### src/rcsc_pkg.sv
// Package: constants and carrier types for the regulator and clock control
package rcsc_pkg;
  // ---------------------------------------------------------------
  // Register map
  // ---------------------------------------------------------------
  localparam logic [15:0] RCSC_ADDR_REG_CTL   = 16'h7004;
  localparam logic [15:0] RCSC_ADDR_PCG_A     = 16'h7010;
  localparam logic [15:0] RCSC_ADDR_PCG_B     = 16'h7011;
  localparam logic [15:0] RCSC_ADDR_PRST_CNT  = 16'h7012;
  localparam logic [15:0] RCSC_ADDR_PRST_CTL  = 16'h7013;
  localparam logic [15:0] RCSC_ADDR_IDLE_CFG  = 16'h7014;
  localparam logic [15:0] RCSC_ADDR_USB_SYS   = 16'h7015;
  localparam logic [15:0] RCSC_ADDR_STATUS    = 16'h7016;
  localparam logic [15:0] RCSC_ADDR_BOOT_CTL  = 16'h7017;
  localparam logic [15:0] RCSC_RTC_LO         = 16'h1900;
  localparam logic [15:0] RCSC_RTC_HI         = 16'h197F;
  // ---------------------------------------------------------------
  // Field positions and reset values
  // ---------------------------------------------------------------
  localparam int unsigned RCSC_BIT_USB_EN     = 0;
  localparam int unsigned RCSC_BIT_CORE_VSEL  = 1;
  localparam int unsigned RCSC_BIT_OSC_DIS    = 0;
  localparam int unsigned RCSC_BIT_BIAS_DIS   = 1;
  localparam int unsigned RCSC_BIT_USB_BOOT   = 0;
  localparam int unsigned RCSC_BIT_HANDOFF    = 1;
  localparam int unsigned RCSC_IDLE_CPU_BIT   = 0;
  localparam logic [15:0] RCSC_RST_ZERO       = 16'h0000;
  localparam logic [15:0] RCSC_RST_ONES       = 16'hFFFF;
  localparam logic [15:0] RCSC_USB_SYS_RST    = 16'h0003;
  localparam logic [15:0] RCSC_IDLE_ALL       = 16'hFFFE;
  localparam logic        RCSC_VSEL_1V3       = 1'b0;
  // ---------------------------------------------------------------
  // Clock generator settings
  // ---------------------------------------------------------------
  localparam logic [10:0] RCSC_MULT_RTC_BOOT  = 11'h177;  // 375x
  localparam logic [10:0] RCSC_MULT_RTC_USB   = 11'h465;  // 1125x
  localparam logic [10:0] RCSC_MULT_EXT_USB   = 11'h003;  // 3x
  localparam logic [10:0] RCSC_MULT_ONE       = 11'h001;
  // ---------------------------------------------------------------
  // Types
  // ---------------------------------------------------------------
  typedef enum logic [1:0] {
    RCSC_CK_RTC_PLL = 2'h0,
    RCSC_CK_EXT_BYP = 2'h1,
    RCSC_CK_RTC_USB = 2'h2,
    RCSC_CK_EXT_USB = 2'h3
  } rcsc_ck_e;
  typedef struct packed {
    logic        wr;
    logic        rd;
    logic [15:0] addr;
    logic [15:0] wdata;
  } rcsc_bus_s;
  typedef struct packed {
    logic analog_on;
    logic core_on;
    logic usb_on;
    logic core_vsel;
  } rcsc_reg_s;
  typedef struct packed {
    logic        bypass;
    logic        ref_rtc;
    logic [10:0] mult;
  } rcsc_clk_s;
endpackage : rcsc_pkg

### src/rcsc_top.sv
// Regulator enables, core voltage select and system clock source control
`timescale 1ns/1ps
//
// Overview of operation
// [RQ1] Control register bits 15..2 read zero; writes to them are dropped.
// [RQ2] Control bit 1 picks core regulator level: 0 is 1.3 V, 1 is 1.05 V.
// [RQ3] Control bit 0 enables USB regulator; off means its output floats.
// [RQ4] Either power-down bit kills all; else analog on, core by pin, USB by bit.
// [RQ5] Clock reference is external pin or RTC oscillator per select pin.
// [RQ6] Board holds the reference select pin static after reset.
// [RQ7] RTC address range is refused while the RTC oscillator is off.
// [RQ8] Select low after reset: generator runs RTC clock times 375.
// [RQ9] Select high: generator bypassed, system clock taken from external pin.
// [RQ10] During USB boot the generator is set near 36 MHz.
// [RQ11] Boot register setup leaves clock frequency and first timer alone.
// [RQ12] Hardware reset turns every peripheral clock off.
// [RQ13] At handoff peripheral clocks off and all non-CPU domains idled.
// [RQ14] Gating registers drive peripheral clocks, reset registers their resets.
// [RQ15] Software clears both USB oscillator disable bits to start it.
// [RQ16] Software waits for USB oscillator settling, up to 10 ms.
// [RQ17] After power-down, regulators return only on wake, alarm or RTC cycle.
// [RQ18] Core regulator voltage select resets to the 1.3 V setting.
module rcsc_top (
  // Clock and reset
  input  wire logic                clk_i,
  input  wire logic                nrst_i,
  // Register port
  input  wire rcsc_pkg::rcsc_bus_s bus_i,
  output logic              [15:0] rdata_o,
  output logic                     rtc_sel_o,
  // Static pins and RTC-domain levels
  input  wire logic                ref_clk_select_i,
  input  wire logic                core_regulator_disable_pin_i,
  input  wire logic                rtc_osc_running_i,
  input  wire logic                bandgap_powerdown_i,
  input  wire logic                regulator_powerdown_i,
  input  wire logic                wake_pin_i,
  input  wire logic                rtc_alarm_i,
  // Regulator controls
  output rcsc_pkg::rcsc_reg_s      regulator_o,
  // Clock generator controls
  output rcsc_pkg::rcsc_clk_s      clkgen_o,
  // Peripheral clocks, resets, idle domains and USB oscillator
  output logic              [31:0] periph_clk_en_o,
  output logic              [15:0] periph_rst_o,
  output logic              [15:0] idle_domains_o,
  output logic                     usb_osc_enable_o
);
  import rcsc_pkg::*;

  // ---------------------------------------------------------------
  // Reset release and input synchronisers
  // ---------------------------------------------------------------
  logic       rst_meta_ff;
  logic       rst_n;
  logic [6:0] sync_meta_ff;
  logic [6:0] sync_ff;
  logic [1:0] sync_fill_ff;
  wire  [6:0] raw_in = {rtc_alarm_i, wake_pin_i, regulator_powerdown_i,
                        bandgap_powerdown_i, rtc_osc_running_i,
                        core_regulator_disable_pin_i, ref_clk_select_i};

  // Release reset through two stages
  always_ff @(posedge clk_i or negedge nrst_i) begin
    if (!nrst_i) begin
      rst_meta_ff <= 1'b0;
      rst_n       <= 1'b0;
    end else begin
      rst_meta_ff <= 1'b1;
      rst_n       <= rst_meta_ff;
    end
  end

  // Pins arrive from outside the clock domain
  always_ff @(posedge clk_i or negedge rst_n) begin
    if (!rst_n) begin
      sync_meta_ff <= 7'h00;
      sync_ff      <= 7'h00;
      sync_fill_ff <= 2'h0;
    end else begin
      sync_meta_ff <= raw_in;
      sync_ff      <= sync_meta_ff;
      // High once sync_ff holds real pin levels, not reset zeros
      sync_fill_ff <= {sync_fill_ff[0], 1'b1};
    end
  end

  wire s_sel   = sync_ff[0];
  wire s_cdis  = sync_ff[1];
  wire s_rtcok = sync_ff[2];
  wire s_bgpd  = sync_ff[3];
  wire s_ldopd = sync_ff[4];
  wire s_wake  = sync_ff[5];
  wire s_alarm = sync_ff[6];

  // ---------------------------------------------------------------
  // Address decode
  // ---------------------------------------------------------------
  wire in_rtc   = (bus_i.addr >= RCSC_RTC_LO) && (bus_i.addr <= RCSC_RTC_HI);
  wire rtc_ok   = in_rtc && s_rtcok;                          // [RQ7]
  wire wr_ctl   = bus_i.wr && (bus_i.addr == RCSC_ADDR_REG_CTL);
  wire wr_pcga  = bus_i.wr && (bus_i.addr == RCSC_ADDR_PCG_A);
  wire wr_pcgb  = bus_i.wr && (bus_i.addr == RCSC_ADDR_PCG_B);
  wire wr_prcnt = bus_i.wr && (bus_i.addr == RCSC_ADDR_PRST_CNT);
  wire wr_prctl = bus_i.wr && (bus_i.addr == RCSC_ADDR_PRST_CTL);
  wire wr_idle  = bus_i.wr && (bus_i.addr == RCSC_ADDR_IDLE_CFG);
  wire wr_usb   = bus_i.wr && (bus_i.addr == RCSC_ADDR_USB_SYS);
  wire wr_boot  = bus_i.wr && (bus_i.addr == RCSC_ADDR_BOOT_CTL);

  // ---------------------------------------------------------------
  // Registers
  // ---------------------------------------------------------------
  logic [1:0]  ctl_ff;
  logic [15:0] pcga_ff;
  logic [15:0] pcgb_ff;
  logic [15:0] prcnt_ff;
  logic [15:0] prctl_ff;
  logic [15:0] idle_ff;
  logic [1:0]  usbsys_ff;
  logic [1:0]  boot_ff;
  logic        pd_latch_ff;
  logic        clk_sel_ff;
  logic        sel_taken_ff;

  // Only bits 1..0 exist; upper write data is dropped          [RQ1]
  wire [1:0] nxt_ctl = wr_ctl ? bus_i.wdata[1:0] : ctl_ff;
  // Handoff forces clocks off and idles all but the CPU domain
  wire handoff = wr_boot && bus_i.wdata[RCSC_BIT_HANDOFF];    // [RQ13]

  // Control and USB system registers
  always_ff @(posedge clk_i or negedge rst_n) begin
    if (!rst_n) begin
      ctl_ff    <= {RCSC_VSEL_1V3, 1'b0};                     // [RQ18]
      usbsys_ff <= RCSC_USB_SYS_RST[1:0];
      boot_ff   <= 2'h0;
    end else begin
      ctl_ff    <= nxt_ctl;                                   // [RQ2] [RQ3]
      usbsys_ff <= wr_usb ? bus_i.wdata[1:0] : usbsys_ff;
      boot_ff   <= wr_boot ? bus_i.wdata[1:0] : boot_ff;
    end
  end

  // Peripheral gating, reset and idle registers
  always_ff @(posedge clk_i or negedge rst_n) begin
    if (!rst_n) begin
      pcga_ff  <= RCSC_RST_ZERO;                              // [RQ12]
      pcgb_ff  <= RCSC_RST_ZERO;                              // [RQ12]
      prcnt_ff <= RCSC_RST_ZERO;
      prctl_ff <= RCSC_RST_ZERO;
      idle_ff  <= RCSC_RST_ZERO;
    end else begin
      pcga_ff  <= handoff ? RCSC_RST_ZERO :
                  (wr_pcga ? bus_i.wdata : pcga_ff);          // [RQ14]
      pcgb_ff  <= handoff ? RCSC_RST_ZERO :
                  (wr_pcgb ? bus_i.wdata : pcgb_ff);          // [RQ14]
      prcnt_ff <= wr_prcnt ? bus_i.wdata : prcnt_ff;
      prctl_ff <= wr_prctl ? bus_i.wdata : prctl_ff;          // [RQ14]
      idle_ff  <= handoff ? RCSC_IDLE_ALL :
                  (wr_idle ? bus_i.wdata : idle_ff);          // [RQ13]
    end
  end

  // ---------------------------------------------------------------
  // Power-down latch: a pulse on either bit keeps regulators off
  // until a wake, an alarm, or RTC supply cycling (reset) clears it
  // ---------------------------------------------------------------
  wire pd_req   = s_bgpd || s_ldopd;
  wire pd_wake  = s_wake || s_alarm;
  // Power-down request wins over a wake in the same cycle
  wire nxt_pd   = pd_req || (pd_latch_ff && !pd_wake);        // [RQ17]

  always_ff @(posedge clk_i or negedge rst_n) begin
    if (!rst_n) begin
      pd_latch_ff <= 1'b0;
    end else begin
      pd_latch_ff <= nxt_pd;
    end
  end

  // Regulator enables from the controls matrix
  rcsc_reg_s nxt_reg;
  assign nxt_reg.analog_on = !nxt_pd;                         // [RQ4]
  assign nxt_reg.core_on   = !nxt_pd && !s_cdis;              // [RQ4]
  assign nxt_reg.usb_on    = !nxt_pd && nxt_ctl[RCSC_BIT_USB_EN]; // [RQ3]
  assign nxt_reg.core_vsel = nxt_ctl[RCSC_BIT_CORE_VSEL];     // [RQ2]

  // ---------------------------------------------------------------
  // Clock source: select pin caught once after reset release, since
  // the board keeps it static and later changes are not followed
  // ---------------------------------------------------------------
  always_ff @(posedge clk_i or negedge rst_n) begin
    if (!rst_n) begin
      clk_sel_ff   <= 1'b0;
      sel_taken_ff <= 1'b0;
    end else begin
      // Capture only after the synchroniser has filled
      sel_taken_ff <= sel_taken_ff || sync_fill_ff[1];
      clk_sel_ff   <= sel_taken_ff ? clk_sel_ff : s_sel;      // [RQ6]
    end
  end

  wire usb_boot = boot_ff[RCSC_BIT_USB_BOOT];
  rcsc_ck_e ck_mode;
  assign ck_mode = rcsc_ck_e'({usb_boot, clk_sel_ff});

  rcsc_clk_s nxt_clk;
  always_comb begin
    nxt_clk = '{bypass: 1'b0, ref_rtc: 1'b1, mult: RCSC_MULT_RTC_BOOT};
    case (ck_mode)
      RCSC_CK_RTC_PLL: begin
        nxt_clk.mult = RCSC_MULT_RTC_BOOT;                    // [RQ5] [RQ8]
      end
      RCSC_CK_EXT_BYP: begin
        nxt_clk = '{bypass: 1'b1, ref_rtc: 1'b0, mult: RCSC_MULT_ONE}; // [RQ9]
      end
      RCSC_CK_RTC_USB: begin
        nxt_clk.mult = RCSC_MULT_RTC_USB;                     // [RQ10]
      end
      RCSC_CK_EXT_USB: begin
        nxt_clk = '{bypass: 1'b0, ref_rtc: 1'b0, mult: RCSC_MULT_EXT_USB}; // [RQ10]
      end
      default: begin
        nxt_clk = '{bypass: 1'b0, ref_rtc: 1'b1, mult: RCSC_MULT_RTC_BOOT};
      end
    endcase
  end

  // ---------------------------------------------------------------
  // Read mux: one-cycle read data, unmapped reads return zero
  // ---------------------------------------------------------------
  logic [15:0] rd_mux;
  always_comb begin
    case (bus_i.addr)
      RCSC_ADDR_REG_CTL:  rd_mux = {14'h0000, ctl_ff};        // [RQ1]
      RCSC_ADDR_PCG_A:    rd_mux = pcga_ff;
      RCSC_ADDR_PCG_B:    rd_mux = pcgb_ff;
      RCSC_ADDR_PRST_CNT: rd_mux = prcnt_ff;
      RCSC_ADDR_PRST_CTL: rd_mux = prctl_ff;
      RCSC_ADDR_IDLE_CFG: rd_mux = idle_ff;
      RCSC_ADDR_USB_SYS:  rd_mux = {14'h0000, usbsys_ff};
      RCSC_ADDR_BOOT_CTL: rd_mux = {14'h0000, boot_ff};
      RCSC_ADDR_STATUS:   rd_mux = {10'h000, clk_sel_ff, pd_latch_ff,
                                     regulator_o};
      default:            rd_mux = RCSC_RST_ZERO;
    endcase
  end

  // Output registers
  always_ff @(posedge clk_i or negedge rst_n) begin
    if (!rst_n) begin
      rdata_o          <= RCSC_RST_ZERO;
      rtc_sel_o        <= 1'b0;
      regulator_o      <= '0;
      clkgen_o         <= '{bypass: 1'b0, ref_rtc: 1'b1,
                            mult: RCSC_MULT_ONE};
      periph_clk_en_o  <= 32'h0000_0000;                      // [RQ12]
      periph_rst_o     <= RCSC_RST_ZERO;
      idle_domains_o   <= RCSC_RST_ZERO;
      usb_osc_enable_o <= 1'b0;
    end else begin
      rdata_o          <= bus_i.rd ? rd_mux : RCSC_RST_ZERO;
      rtc_sel_o        <= (bus_i.rd || bus_i.wr) && rtc_ok;   // [RQ7]
      regulator_o      <= nxt_reg;
      clkgen_o         <= sel_taken_ff ? nxt_clk : clkgen_o;
      periph_clk_en_o  <= {pcgb_ff, pcga_ff};                 // [RQ14]
      periph_rst_o     <= prctl_ff;                           // [RQ14]
      idle_domains_o   <= idle_ff;
      usb_osc_enable_o <= !usbsys_ff[RCSC_BIT_OSC_DIS] &&
                          !usbsys_ff[RCSC_BIT_BIAS_DIS];      // [RQ15]
    end
  end
endmodule : rcsc_top

### config.mk
export PLATFORM = sky130hd
export DESIGN_NAME = rcsc_top
export DESIGN_NICKNAME = d
export VERILOG_FILES = /design/src/rcsc_pkg.sv /design/src/rcsc_top.sv
export SDC_FILE = /design/constraint.sdc
export NUM_CORES = 1
export LEC_CHECK = 0
export BUFFER_PORTS_ARGS = -buffer_cell sky130_fd_sc_hd__buf_2
export CORE_ASPECT_RATIO = 1.2
export CORE_MARGIN = 2
export CORE_UTILIZATION = 45
export CTS_BUF_LIST = sky130_fd_sc_hd__clkbuf_8
export CTS_CLUSTER_DIAMETER = 40
export DETAILED_ROUTE_END_ITERATION = 8
export PLACE_DENSITY = 0.75
export REMOVE_ABC_BUFFERS = 1
export SYNTH_ARGS = -nofsm -noshare
export SYNTH_HDL_FRONTEND = slang
export SYNTH_SLANG_ARGS = --single-unit
### constraint.sdc
create_clock -name clk_i -period 7.8 [get_ports clk_i]
set_clock_uncertainty 0.05 [all_clocks]
set_input_delay 0.78 -clock clk_i [delete_from_list [all_inputs] [get_ports clk_i]]
set_output_delay 0.78 -clock clk_i [all_outputs]
set_load 0.01 [all_outputs]
# Word level (Yosys, flattened, before mapping)
# Cells that the tools add are included.
# word_totals
register_bits	206
inputBits	43
out_inout_bits	99
wordCells	84
# op_classes
magnitude_cmp	2
n_eq_ne	12
mux	11
n_reduce_logical	30
# op_table
operator	count
16-bit by 15-bit equality test with 1-bit output, second input constant	9
16-bit one-hot mux with 9 select lines	1
16-bit 2-to-1 mux	7
11-bit one-hot mux with 4 select lines	1
16-bit by 13-bit greater-or-equal comparator with 1-bit output, second input constant	1
16-bit by 13-bit less-or-equal comparator with 1-bit output, second input constant	1
1-bit logical AND	16
2-bit nonzero test	3
1-bit logical NOT	5
1-bit logical OR	5
2-bit equality test, second input constant	2
2-bit one-hot mux with 2 select lines	1
2-bit by 1-bit equality test with 1-bit output, second input constant	1
2-bit logical NOT	1
2-bit 2-to-1 mux	1

# Depth between registers and ports, before layout
# depth
depth_word	6
mapped_depth	7
ltp_nobuf	5

# Worst setup path after synthesis
# OpenSTA, ideal clock, no wires.
# synth_path
kind	input to register
from	input bus_i[25] (netlist bit)
to	register prcnt_ff[10]
setup_time_ps	125
arrival_ps	2782
required_time_ps	7625
setup_slack_ps	4843
path_stages	7
path_cell_list	or4b_4 > or4_4 > nor3_1 > and3_1 > buf_6 > buf_12 > mux2_4
# synth_via
elab_chain_cells	2
# synth_lines
item	line	rtl
start: declaration	rcsc_top.sv:28	input wire rcsc_pkg::rcsc_bus_s bus_i,
16-bit by 15-bit equality test with 1-bit output	rcsc_top.sv:104	wire wr_prcnt = bus_i.wr && (bus_i.addr == RCSC_ADDR_PRST_CNT);
1-bit logical AND	rcsc_top.sv:104	
end signal: assignment	rcsc_top.sv:156	prcnt_ff <= wr_prcnt ? bus_i.wdata : prcnt_ff;
end: declaration	rcsc_top.sv:116	logic [15:0] prcnt_ff;
# Every way passes these cells.
# A chain may end at the register's enable or synchronous reset.

# Worst setup path after layout
# layout_path
from	input bus_i[17] (netlist bit)
to	register prcnt_ff[2]
# The elaborated chain is that of the path after synthesis.

==> results <==
- Each instance of the synthesized netlist takes up on average 14.0 µm².
- For this configuration, the core starts out at a cell density of 46.1%.
- Headroom to the max-slew limit came out at roughly 17%.
- The half-perimeter wire length after placement is between 10 and 15 mm.
- Counting every sink on the clock net gives around 200.
- After detailed routing, the number of remaining DRC violations is 0.
- The async set-reset flop share out of synthesis is 100%.
- The maximum vdd ir drop is 0.0921 mV.
- The switching power summed over all nets is 0.434 mW.
- The pin count of the biggest net entering global routing is 77.
- Power spread over the standard cell area amounts to 199 nW/µm².
- The post-synthesis cell type with the largest combined area is dfrtp_1.
- The die is 122 µm wide.
- Counting along the longest clock path gives a buffer depth of 2.
- The number of synthesized register bits is roughly 200.
- The startpoint identified for the worst hold timing path is sync_meta_ff[1].
- The sequential cell area in the final layout is a little under 5000 µm².
- The share of post-route cells with drive strength above 1 is roughly a third.
- The total length of routed wires is around 16 mm.
- Walking the worst path, the cells encountered are buf_2, nor2b_1, and3_1, mux2_2.
- The internal power component is about 1.3 mW.
- The wire length per cell after detailed routing is about 18 µm.
- The most frequent standard cell in the layout excluding fill and tap cells is dfrtp_1.
- The number of placement rows is 51.
- The number of antenna violations at the first check in global routing is 0.
- After clock tree synthesis, the clock-pin slew on the worst setup and hold paths is around 0.10 ns.
- The launching point of the worst reg2reg path is rst_n.
- In the final timing run, aggregate negative setup slack is 0 ns.
- The count of unique library cells instantiated by Yosys is 53.
- In this design, the stage delay of the slowest critical-path cell is between 0.9 and 1 ns.
- The die area is approximately 18,000 µm².
- In the synthesized netlist, the number of instances is roughly 540.
- Yosys printed 0 warnings.
- The number of hold buffers added after CTS was 1.
- The run finished with clean final reports.
- The number of buffers inserted during clock tree synthesis is 17.
- The worst setup path is captured at a flop.
- For the worst-skew pair, the clock arrives at the later sink with an insertion delay of between 0.4 and 0.5 ns.
- The source of the critical timing path is bus_i[17].
- Summed over all cells, the static leakage comes to 4.91 nW.
- At the end of routability-driven placement, the weighted congestion stood at approximately 0.9.
- The number of antenna diodes in the final layout is 0.
- Fill cells in the final layout number 1,367.
- In the layout the commonest cells are dfrtp_1 (194), buf_2 (137), mux2i_1 (58).
- The synthesized cell area is 7500 µm².
- During placement, the flow inserted port buffers numbering 137.
- STA puts the critical path data required time at between 8 and 9 ns.
- The final count of pins violating max slew is 0.
- The number of H-tree levels is 4.
- Sequential elements use 66.1% of the synthesized area.
- The number of violations of the max-capacitance limit is 0.
- Of the total power, combinational logic draws approximately 4.0%.
- Gates resized during post-CTS repair numbered 0.
- The count of flip-flops with a built-in enable after synthesis is 0.
- The height of the chip is approximately 150 µm.
- Summed over its instances, the top area cell type makes up 65.1% of the synthesized netlist area.
- Across every metal layer, demand over resource in global routing totals around a fifth.
- 142 I/O pins were placed.
- The CTS tree is done.
- The switching power share of the total is between 20% and 30%.
- The first-pass GRT wire length is between 20 and 30 mm.
- The slowest stage of the critical path is the and3_1 cell.
- The transition time at the pin with the least slew margin is ~1.2 ns.
- The number of DRC markers after the initial detailed-route iteration is around 470.
- The pre-antenna-repair detailed-routing pass consisted of 6 iterations.
- Setup repair after global routing left no endpoint under its margin.
- Static timing analysis puts the maximum clock frequency at between 0.3 and 0.4 GHz.
- Setup violations remaining at the end of the flow were counted as 0.
- The combined buffer and inverter count along the critical path is 1.
- The final global-route overflow total is 0.
- The critical path is of the primary input to flop type.
- The detail route stage leaves a number of antenna-violating nets equal to 0.
- The final standard cell utilization of the core is around 53%.
- The final hold violation count is 0.
- The share of the cycle needed by the critical path after routing is between 40% and 50%.
- In the final layout, the multi-input gates occupy roughly 2300 µm².
- The part of the power in the clock network is between 30% and 40%.
- The clock tree root buffer cell is clkbuf_8.
- The via count of the routed design is about 4,800.
- Of all nets on the critical path, the largest fanout is 29.
- The worst setup path is launched from a primary input.
- The standard cell core area is roughly 16,000 µm².
- The number of global-route vias before repair came to 5,013.
- The final critical delay including setup and external delays is roughly 3.2 ns.
- The class of the tightest hold or removal check is flop to flop.
- The kind of cell with the highest combined delay along the critical path is simple AND/OR/NAND/NOR gates.
- The overall power consumption is 1.73 mW.
- The most used flip-flop cell after synthesis is dfrtp_1.
- Ranked by total cell area, the synthesized netlist is headed by dfrtp_1 (65%), mux2i_1 (7.7%), mux2_4 (4.0%).
- The final layout contains 716 nets.
- The sequential share of power is between 60% and 70%.
- The detailed-route vias per instance is ~5.3.
- The layout-stage area growth over the synthesis result is 16.1%.
- The arrival time at the worst endpoint is about 3.5 ns.
- Buffers added to address setup during post-CTS repair amount to 0.
cell usage after synthesis, types with 7 or more instances:
master and number:
a222oi_1 14, buf_2 7, buf_4 8, clkbuf_1 16, dfrtp_1 195, inv_1 7, mux2_2 24, mux2_4 20
mux2i_1 58, nand2_1 37, nor2_1 57, nor3_1 7, o21ai_0 17
routing by layer:
metal,global-route usage (%),share of wire [%]
met1,24.3,40
met2,32.3,51
met3,4.78,6.8
met4,7.47,2.2
met5,0,0
flip-flops by register name, indices dropped and copies added, names as in the netlist, 2 cells and up:
register / cells
idle_ff: 16
clkgen_o: 6
boot_ff: 2
usbsys_ff: 2
periph_rst_o: 16
pcgb_ff: 16
sync_ff: 7
prctl_ff: 16
sync_fill_ff: 2
periph_clk_en_o: 32
ctl_ff: 2
rdata_o: 16
prcnt_ff: 16
sync_meta_ff: 7
pcga_ff: 16
regulator_o: 3
idle_domains_o: 16
area by class of cell:
type | instances | area share (%)
Sequential cell | 198 | 57.0
Multi-Input combinational cell | 300 | 26.7
Timing Repair Buffer | 145 | 8.60
Tap cell | 212 | 3.05
Clock buffer | 17 | 2.69
Clock inverter | 15 | 1.62
Inverter | 7 | 0.302
worst paths after layout:
path	endpoint	slack, ns	depth (start not counted)
hold reg to reg	sync_ff[1]	0.31	0
max in group asynchronous	periph_clk_en_o[6]	5.97	1
setup / recovery	prcnt_ff[2]	4.57	4
min in group asynchronous	pcga_ff[2]	0.33	0
hold / removal	sync_ff[1]	0.31	0
setup reg to reg	periph_clk_en_o[6]	5.97	1
metrics by stage:
stage	worst slack [ns]	instances	hold WS (ns)	area, µm²
3_3_place_gp	4.20	861	0.282	8320
3_5_place_dp	4.11	861	0.285	8320
2_1_floorplan	1.83	505	0.281	7310
5_1_grt	4.51	894	0.315	8700
4_1_cts	4.64	894	0.308	8700
6_report	4.57	894	0.305	8700
kinds of logic after synthesis:
family	share of synthesized area (%)
buf+inv	3.09
compound gates	4.72
other cells	0.100
mux	16.3
flops	66.1
fa+ha+maj	0.668
simple gates	9.03
power by group through the flow:
stage / combinational, mW / clock, mW / sequential [mW]
after floorplan: 0.0183 / 0 / 1.08
after global placement: 0.0679 / 0 / 1.06
after detailed placement: 0.0700 / 0 / 1.07
after CTS: 0.0706 / 0.630 / 1.05
after global routing: 0.0773 / 0.672 / 1.05
final: 0.0697 / 0.614 / 1.04
(Power assumes the default switching activity.)
